**config.mk**
```make
export PLATFORM = sky130hd
export DESIGN_NAME = irig_master_ctrl
export DESIGN_NICKNAME = d
export VERILOG_FILES = /design/src/irig_pkg.sv /design/src/irig_master_ctrl.sv /design/src/ms_tick_gen.sv
export SDC_FILE = /design/constraint.sdc
export NUM_CORES = 1
export LEC_CHECK = 0
export ABC_AREA = 1
export BUFFER_PORTS_ARGS = -buffer_cell sky130_fd_sc_hd__buf_4
export CORE_MARGIN = 2
export CORE_UTILIZATION = 45
export CTS_BUF_LIST = sky130_fd_sc_hd__clkbuf_8
export DETAILED_ROUTE_END_ITERATION = 12
export GPL_TIMING_DRIVEN = 0
export PLACE_DENSITY_LB_ADDON = 0.3
export SYNTH_ARGS = -nofsm -noshare
export SYNTH_HDL_FRONTEND = slang
export SYNTH_HIERARCHICAL = 1
export SYNTH_SLANG_ARGS = --single-unit
```
**constraint.sdc**
```tcl
create_clock -name clk_sys -period 7.52 [get_ports clk_sys]
set_clock_uncertainty 0.05 [all_clocks]
set_input_delay 0.376 -clock clk_sys [delete_from_list [all_inputs] [get_ports clk_sys]]
set_output_delay 0.376 -clock clk_sys [all_outputs]
set_load 0.02 [all_outputs]
```
**src/irig_pkg.sv**
```systemverilog
// constants for the time-code master control block
package irig_pkg;
  localparam int unsigned CLK_PERIOD_NS = 50;
  localparam int unsigned MS_NS = 1000000;
  localparam int unsigned CYC_PER_MS = MS_NS / CLK_PERIOD_NS;
  localparam int unsigned CTRL_W = 18;
  localparam logic [CTRL_W-1:0] CTRL_RESET = 18'h00000;
  localparam logic [3:0] MS_PER_BIT = 4'ha;
  localparam logic [6:0] BITS_PER_FRAME = 7'h64;
  localparam logic [3:0] W_ZERO = 4'h2;
  localparam logic [3:0] W_ONE = 4'h5;
  localparam logic [3:0] W_MARK = 4'h8;
  localparam logic [5:0] LEAP_SEC = 6'h3b;
  localparam logic [5:0] LEAP_MIN = 6'h3b;
  localparam logic [5:0] SEC_LEAP_HOLD = 6'h3c;
  localparam logic [5:0] SEC_MAX = 6'h3b;
  localparam logic [5:0] MIN_MAX = 6'h3b;
  localparam logic [4:0] HOUR_MAX = 5'h17;
  localparam logic [8:0] DAY_MAX = 9'h16d;
  localparam logic [8:0] DAY_MAX_LEAP = 9'h16e;
  localparam logic [8:0] DAY_FIRST = 9'h001;
  localparam logic [6:0] YEAR_MAX = 7'h63;
  localparam logic [3:0] PIN_RESET = 4'h0;
  localparam logic TYPE_RESET = 1'b0;
  localparam int unsigned CTRL_LO_BIT = 60;
  localparam int unsigned CTRL_HI_BIT = 70;
endpackage : irig_pkg

```
**src/irig_master_ctrl.sv**
```systemverilog
// time-code master: frame timing, local clock, leap second, host controls
// Behaviour
// RULE1: once enabled, emit frames continuously until stopped
// RULE2: disable stops driving time-code frames
// RULE3: status reads 1 when active, else 0
// RULE4: master reset clears all programmed settings; the code keeps the local time loaded by time_wr
// RULE5: control bits register holds 18 embedded bits
// RULE6: control bits write stores, read returns stored
// RULE7: leap second inserted at 59:59 of hour
// RULE8: leap year, day, hour kept and readable
// RULE9: leap holds one extra second, then clears
module irig_master_ctrl
  import irig_pkg::*;
#(
  parameter int unsigned CYC_PER_MS_P = CYC_PER_MS
) (
  input wire logic clk_sys,
  input wire logic rstn,
  input wire logic out_enable,
  input wire logic out_disable,
  input wire logic out_reset,
  output logic out_status,
  input wire logic cfg_wr,
  input wire logic cfg_type_in,
  input wire logic [3:0] cfg_pin_in,
  output logic cfg_type,
  output logic [3:0] cfg_pin,
  input wire logic ctrl_wr,
  input wire logic [CTRL_W-1:0] ctrl_wdata,
  output logic [CTRL_W-1:0] ctrl_rdata,
  input wire logic leap_wr,
  input wire logic [6:0] leap_year_in,
  input wire logic [8:0] leap_day_in,
  input wire logic [4:0] leap_hour_in,
  output logic [6:0] leap_year,
  output logic [8:0] leap_day,
  output logic [4:0] leap_hour,
  output logic leap_pending,
  input wire logic time_wr,
  input wire logic [6:0] time_year_in,
  input wire logic [8:0] time_day_in,
  input wire logic [4:0] time_hour_in,
  input wire logic [5:0] time_min_in,
  input wire logic [5:0] time_sec_in,
  output logic tc_out,
  output logic tc_oe
);
  logic ms_tick;
  logic [3:0] ms_q;
  logic [6:0] bit_q;
  logic en_q;
  logic [5:0] sec_q;
  logic [5:0] min_q;
  logic [4:0] hour_q;
  logic [8:0] day_q;
  logic [6:0] year_q;
  logic frame_end;
  logic leap_now;
  logic [99:0] frame;
  logic [3:0] width;

  ms_tick_gen #(.CYC_PER_MS(CYC_PER_MS_P)) u_tick (
    .clk_sys(clk_sys),
    .rstn(rstn),
    .ms_tick(ms_tick)
  );

  function automatic logic [7:0] bcd2(input logic [6:0] v);
    logic [6:0] t;
    t = v / 7'd10;
    return {t[3:0], 4'(v - t * 7'd10)};
  endfunction : bcd2

  function automatic logic [9:0] bcd3(input logic [8:0] v);
    logic [8:0] h;
    logic [8:0] r;
    h = v / 9'd100;
    r = v - h * 9'd100;
    return {h[1:0], bcd2(r[6:0])};
  endfunction : bcd3

  ////////////////////////////////////////////////////////////////////////////
  // frame timing: 10 ms per bit, 100 bits per frame, one frame per second
  assign frame_end = ms_tick && (ms_q == MS_PER_BIT - 4'h1) && (bit_q == BITS_PER_FRAME - 7'h01);

  always_ff @(posedge clk_sys or negedge rstn) begin
    if (!rstn) begin
      ms_q <= 4'h0;
      bit_q <= 7'h00;
    end else if (ms_tick) begin
      if (ms_q == MS_PER_BIT - 4'h1) begin
        ms_q <= 4'h0;
        bit_q <= (bit_q == BITS_PER_FRAME - 7'h01) ? 7'h00 : bit_q + 7'h01;
      end else begin
        ms_q <= ms_q + 4'h1;
      end
    end
  end

  ////////////////////////////////////////////////////////////////////////////
  // enable, status and output gating
  always_ff @(posedge clk_sys or negedge rstn) begin
    if (!rstn) begin
      en_q <= 1'b0;
      out_status <= 1'b0;
    end else if (out_reset || out_disable) begin
      en_q <= 1'b0; // see RULE4
      out_status <= 1'b0; // see RULE2 see RULE3
    end else begin
      if (out_enable) begin
        en_q <= 1'b1;
      end
      // output starts on a frame boundary so the receiver never sees a torn first frame
      if (frame_end && en_q) begin
        out_status <= 1'b1; // see RULE1 see RULE3
      end
    end
  end

  // status is the active flag itself // see RULE3

  always_ff @(posedge clk_sys or negedge rstn) begin
    if (!rstn) begin
      cfg_type <= TYPE_RESET;
      cfg_pin <= PIN_RESET;
    end else if (out_reset) begin
      cfg_type <= TYPE_RESET; // see RULE4
      cfg_pin <= PIN_RESET;
    end else if (cfg_wr) begin
      cfg_type <= cfg_type_in;
      cfg_pin <= cfg_pin_in;
    end
  end

  always_ff @(posedge clk_sys or negedge rstn) begin
    if (!rstn) begin
      ctrl_rdata <= CTRL_RESET;
    end else if (out_reset) begin
      ctrl_rdata <= CTRL_RESET; // see RULE4
    end else if (ctrl_wr) begin
      ctrl_rdata <= ctrl_wdata; // see RULE5 see RULE6
    end
  end

  ////////////////////////////////////////////////////////////////////////////
  // leap second schedule
  assign leap_now = leap_pending && (year_q == leap_year) && (day_q == leap_day) &&
                    (hour_q == leap_hour) && (min_q == LEAP_MIN) && (sec_q == LEAP_SEC);

  always_ff @(posedge clk_sys or negedge rstn) begin
    if (!rstn) begin
      leap_year <= 7'h00;
      leap_day <= 9'h000;
      leap_hour <= 5'h00;
      leap_pending <= 1'b0;
    end else if (out_reset) begin
      leap_year <= 7'h00;
      leap_day <= 9'h000;
      leap_hour <= 5'h00;
      leap_pending <= 1'b0;
    end else if (leap_wr) begin
      leap_year <= leap_year_in; // see RULE8
      leap_day <= leap_day_in;
      leap_hour <= leap_hour_in;
      leap_pending <= 1'b1;
    end else if (frame_end && sec_q == SEC_LEAP_HOLD) begin
      leap_pending <= 1'b0; // see RULE9
    end
  end

  ////////////////////////////////////////////////////////////////////////////
  // local clock, advanced once per frame
  always_ff @(posedge clk_sys or negedge rstn) begin
    if (!rstn) begin
      sec_q <= 6'h00;
      min_q <= 6'h00;
      hour_q <= 5'h00;
      day_q <= DAY_FIRST;
      year_q <= 7'h00;
    end else if (time_wr) begin
      sec_q <= time_sec_in;
      min_q <= time_min_in;
      hour_q <= time_hour_in;
      day_q <= time_day_in;
      year_q <= time_year_in;
    end else if (frame_end) begin
      if (leap_now) begin
        sec_q <= SEC_LEAP_HOLD; // see RULE7 see RULE9
      end else if (sec_q < SEC_MAX) begin
        sec_q <= sec_q + 6'h01;
      end else begin
        sec_q <= 6'h00;
        if (min_q < MIN_MAX) begin
          min_q <= min_q + 6'h01;
        end else begin
          min_q <= 6'h00;
          if (hour_q < HOUR_MAX) begin
            hour_q <= hour_q + 5'h01;
          end else begin
            hour_q <= 5'h00;
            if (day_q < ((year_q[1:0] == 2'b00) ? DAY_MAX_LEAP : DAY_MAX)) begin
              day_q <= day_q + 9'h001;
            end else begin
              day_q <= DAY_FIRST;
              year_q <= (year_q == YEAR_MAX) ? 7'h00 : year_q + 7'h01;
            end
          end
        end
      end
    end
  end

  ////////////////////////////////////////////////////////////////////////////
  // frame content and pulse width
  always_comb begin
    logic [7:0] s;
    logic [7:0] m;
    logic [7:0] h;
    logic [9:0] d;
    logic [7:0] y;
    s = bcd2({1'b0, sec_q});
    m = bcd2({1'b0, min_q});
    h = bcd2({2'b00, hour_q});
    d = bcd3(day_q);
    y = bcd2(year_q);
    frame = '0;
    frame[4:1] = s[3:0];
    frame[8:6] = s[6:4];
    frame[13:10] = m[3:0];
    frame[17:15] = m[6:4];
    frame[23:20] = h[3:0];
    frame[26:25] = h[5:4];
    frame[33:30] = d[3:0];
    frame[38:35] = d[7:4];
    frame[41:40] = d[9:8];
    frame[53:50] = y[3:0];
    frame[58:55] = y[7:4];
    frame[CTRL_LO_BIT+8:CTRL_LO_BIT] = ctrl_rdata[8:0]; // see RULE5
    frame[CTRL_HI_BIT+8:CTRL_HI_BIT] = ctrl_rdata[17:9];
  end

  always_comb begin
    if (bit_q == 7'h00 || bit_q % 7'd10 == 7'd9) begin
      width = W_MARK;
    end else if (frame[bit_q]) begin
      width = W_ONE;
    end else begin
      width = W_ZERO;
    end
  end

  always_ff @(posedge clk_sys or negedge rstn) begin
    if (!rstn) begin
      tc_out <= 1'b0;
      tc_oe <= 1'b0;
    end else begin
      tc_out <= out_status && (ms_q < width); // see RULE1 see RULE2
      tc_oe <= out_status;
    end
  end
endmodule : irig_master_ctrl

```
**src/ms_tick_gen.sv**
```systemverilog
// millisecond enable pulse divided down from the system clock
module ms_tick_gen #(
  parameter int unsigned CYC_PER_MS = irig_pkg::CYC_PER_MS
) (
  input wire logic clk_sys,
  input wire logic rstn,
  output logic ms_tick
);
  logic [31:0] cnt_q;

  always_ff @(posedge clk_sys or negedge rstn) begin
    if (!rstn) begin
      cnt_q <= 32'h00000000;
      ms_tick <= 1'b0;
    end else if (cnt_q == CYC_PER_MS - 1) begin
      cnt_q <= 32'h00000000;
      ms_tick <= 1'b1;
    end else begin
      cnt_q <= cnt_q + 32'h00000001;
      ms_tick <= 1'b0;
    end
  end
endmodule : ms_tick_gen

```
==> qor.csv <==
stage;metric;value;unit
status;outcome;completed;
power_and_ir_drop;ir_drop;0.000245;V
worst_setup_path;crit_family;simple AND/OR/NAND/NOR gates;
clock_tree;cts_tree;built;
floorplan;std_cell_rows;52;
route;viasPerCell;5.26;
timing;min_period;6.19;ns
floorplan;start_util;0.458;
clock_tree;clk_latency;0.46;ns
route;drt-initial-drc-count;855;
timing;drv_slew;0;
synthesis;yosysMostFrequentCell;nand2_1;
worst_setup_path;cp_max_fo;7;
route;drt-wirelength-per-cell;15.0;µm
synthesis;synth_area;9240;µm²
synthesis;syn_nets;1424;
worst_setup_path;cp_common_cell;nand2_1;
clock_tree;clk_path_buf_depth;2;
clock_tree;postCtsSetupRepairBufs;0;
timing;rsz0062_at_grt;false;
power_and_ir_drop;p_leak;5.37;nW
synthesis;yosysWarningCount;6;
placement;dpl_worst_slack;1.39;ns
floorplan;core;20200;µm²
synthesis;synth_area_leaders;dfrtp_1 34%, nand2_1 10%, o21ai_0 7.6%;
worst_setup_path;cp-end-kind;flop;
clock_tree;cts_sinks;126;
clock_tree;cts_buffers;17;
route;first_pass_iters;8;
synthesis;synth_edf_count;0;
route;drcViolationCount;0;
timing;hold_viol_final;0;
timing;setup_slack;1.33;ns
synthesis;ys_top_cells_by_count;253 x nand2_1, 187 x inv_1, 141 x o21ai_0;
floorplan;top_level_ports;134;
worst_setup_path;worstPathArrival;6.52;ns
synthesis;synth.distinct_cells;55;
worst_setup_path;crit_required;7.85;ns
grt;gr-total-overflow;0;
grt;antenna_found_initial;0;
floorplan;die_x;147;µm
synthesis;synthArstFlopShare;1.00;
min_path;hold_class;input port to flop;
clock_tree;path_clk_slew;0.09;ns
synthesis;yosys.area.top_type_share;0.338;
synthesis;yosysTopAreaCell;dfrtp_1;
synthesis;ys.flop_type;dfrtp_1;
worst_setup_path;worstSetupStartpointType;flop;
grt;grt_util_all_layers;0.246;
placement;dp_hpwl;19.9;mm
power_and_ir_drop;p_per_area;303;nW/µm²
synthesis;avgSynthCellArea;7.15;µm²
placement;io_buffers;132;
layout;area_growth;19.2;%
clock_tree;cts_max_level;4;
worst_setup_path;cpPeakStageDelay;0.40;ns
worst_setup_path;crit_type;flop to flop;
timing;relSlewSlack;0.554;
timing;worstMarginPinSlew;0.669;ns
clock_tree;cts_resized;0;
layout;n_antenna_cell;0;
route;ant_nets;0;
clock_tree;postCtsHoldBufs;1;
layout;final_nets;1577;
clock_tree;clockRootBuffer;clkbuf_8;
synthesis;yosysSeqAreaShare;0.341;
placement;place_congestion;0.910;
worst_setup_path;critPathBufInv;5;
route;num_vias;9097;
grt;grt_start_max_net_pins;66;
run;maxCapViolCount;0;
route;wl;25.8;mm
layout;drive_above_1_share;0.167;
timing;setup_tns;0;ns
worst_setup_path;slowest_stage;dfrtp_1;
timing;setup_viol;0;
floorplan;dieArea;21700;µm²
power_and_ir_drop;power.total;3.34;mW
grt;grt_first_pass_wirelength;42.9;mm
grt;grt_pass1_vias;8693;
floorplan;die_h;147;µm
synthesis;ys_ff_latch;126;
timing;min_period_over_period;0.823;
synthesis;synth_cells;1292;
timing;fmax;162;MHz
## layout make-up
cell class                 instances  area [µm²]
fill                            2002        9160
multi-input combinational        912        5050
sequential                       126        3150
timing repair buffer             134        1030
inverter                         196         736
tap                              270         338
buffer                            58         302
clock buffer                      19         262
clock inverter                    13         140
## flip-flops by register name, summed over array words and instances, names as in the netlist
name	count
out_status	1
sec_q	6
leap_hour	5
ms_q	4
tc_oe	1
tc_out	1
day_q	9
cfg_type	1
en_q	1
bit_q	7
leap_day	9
ctrl_rdata	18
min_q	6
cfg_pin	4
year_q	7
hour_q	5
u_tick/cnt_q	32
leap_pending	1
leap_year	7
u_tick/ms_tick	1
## power by group
part / leakage (nW) / total (mW) / internal [mW] / switching [mW]
logic: 3.51 / 1.89 / 0.704 / 1.18
clock network: 0.199 / 0.618 / 0.312 / 0.306
registers: 1.66 / 0.834 / 0.746 / 0.0883
## placed cells by master (no fill, tap or decap), drive strengths merged, types with 4 or more instances in the layout
| cell type | n |
|---|---|
| nand2 | 269 |
| inv | 195 |
| buf | 157 |
| o21ai | 147 |
| nor2 | 130 |
| dfrtp | 125 |
| nand3 | 117 |
| clkbuf | 53 |
| a21oi | 51 |
| xor2 | 42 |
| ha | 40 |
| nor3 | 22 |
| xnor2 | 12 |
| a31oi | 9 |
| o22ai | 9 |
| clkinv | 9 |
| o211ai | 7 |
| nand4 | 7 |
| fa | 6 |
| o2111ai | 5 |
| or2 | 5 |
| o31ai | 4 |
| nor4 | 4 |
## cells by family after synthesis
group / synth area share
AOI/OAI and AO/OA: 0.153
and+or+nand+nor: 0.274
DFF: 0.341
buffers and inverters: 0.112
adders and majority gates: 0.0672
xor gates and xnor gates: 0.0520
## per-layer routing
layer | vias to the layer above | track usage | wire [µm]
li1 | 4490 | - | -
met1 | 4250 | 0.338 | 11700
met2 | 312 | 0.395 | 11800
met3 | 45 | 0.0516 | 1820
met4 | 0 | 0.0721 | 477
met5 | - | 0 | 0
## through the flow
stage	cells	cell area [µm²]	utilization	hold slack, ns
2_1_floorplan	1292	9240	-	0.0304
3_3_place_gp	1694	10600	0.524	0.349
3_5_place_dp	1695	10600	0.526	0.350
4_1_cts	1728	11000	0.546	0.0771
5_1_grt	1728	11000	0.546	0.0869
6_report	1728	11000	0.546	0.0948
## worst paths after layout
kind,start,cells past startpoint,slack [ns],endpoint
worst max-delay path,day_q[3]$_DFFE_PN0P_,44,1.33,tc_out$_DFF_PN0_
worst min-delay path,leap_day_in[7],3,0.09,leap_day[7]$_DFFE_PN0P_
worst max register to register,day_q[3]$_DFFE_PN0P_,44,1.33,tc_out$_DFF_PN0_
worst min register to register,out_status$_DFFE_PN0P_,0,0.36,tc_oe$_DFF_PN0_
max in group asynchronous,rstn,3,6.27,day_q[0]$_DFFE_PN1P_
min in group asynchronous,rstn,2,0.41,min_q[1]$_DFFE_PN0P_
## worst reg2reg max path, delay by kind of cell (launching register included)
| kind | cells | cell delay, ns |
|---|---|---|
| simple gates | 28 | 2.44 |
| fa+ha+maj | 5 | 1.34 |
| buf+inv | 5 | 0.72 |
| compound gates | 4 | 0.69 |
| xor+xnor | 2 | 0.47 |
| flops | 1 | 0.40 |
Power figures use the tool's default switching activity.
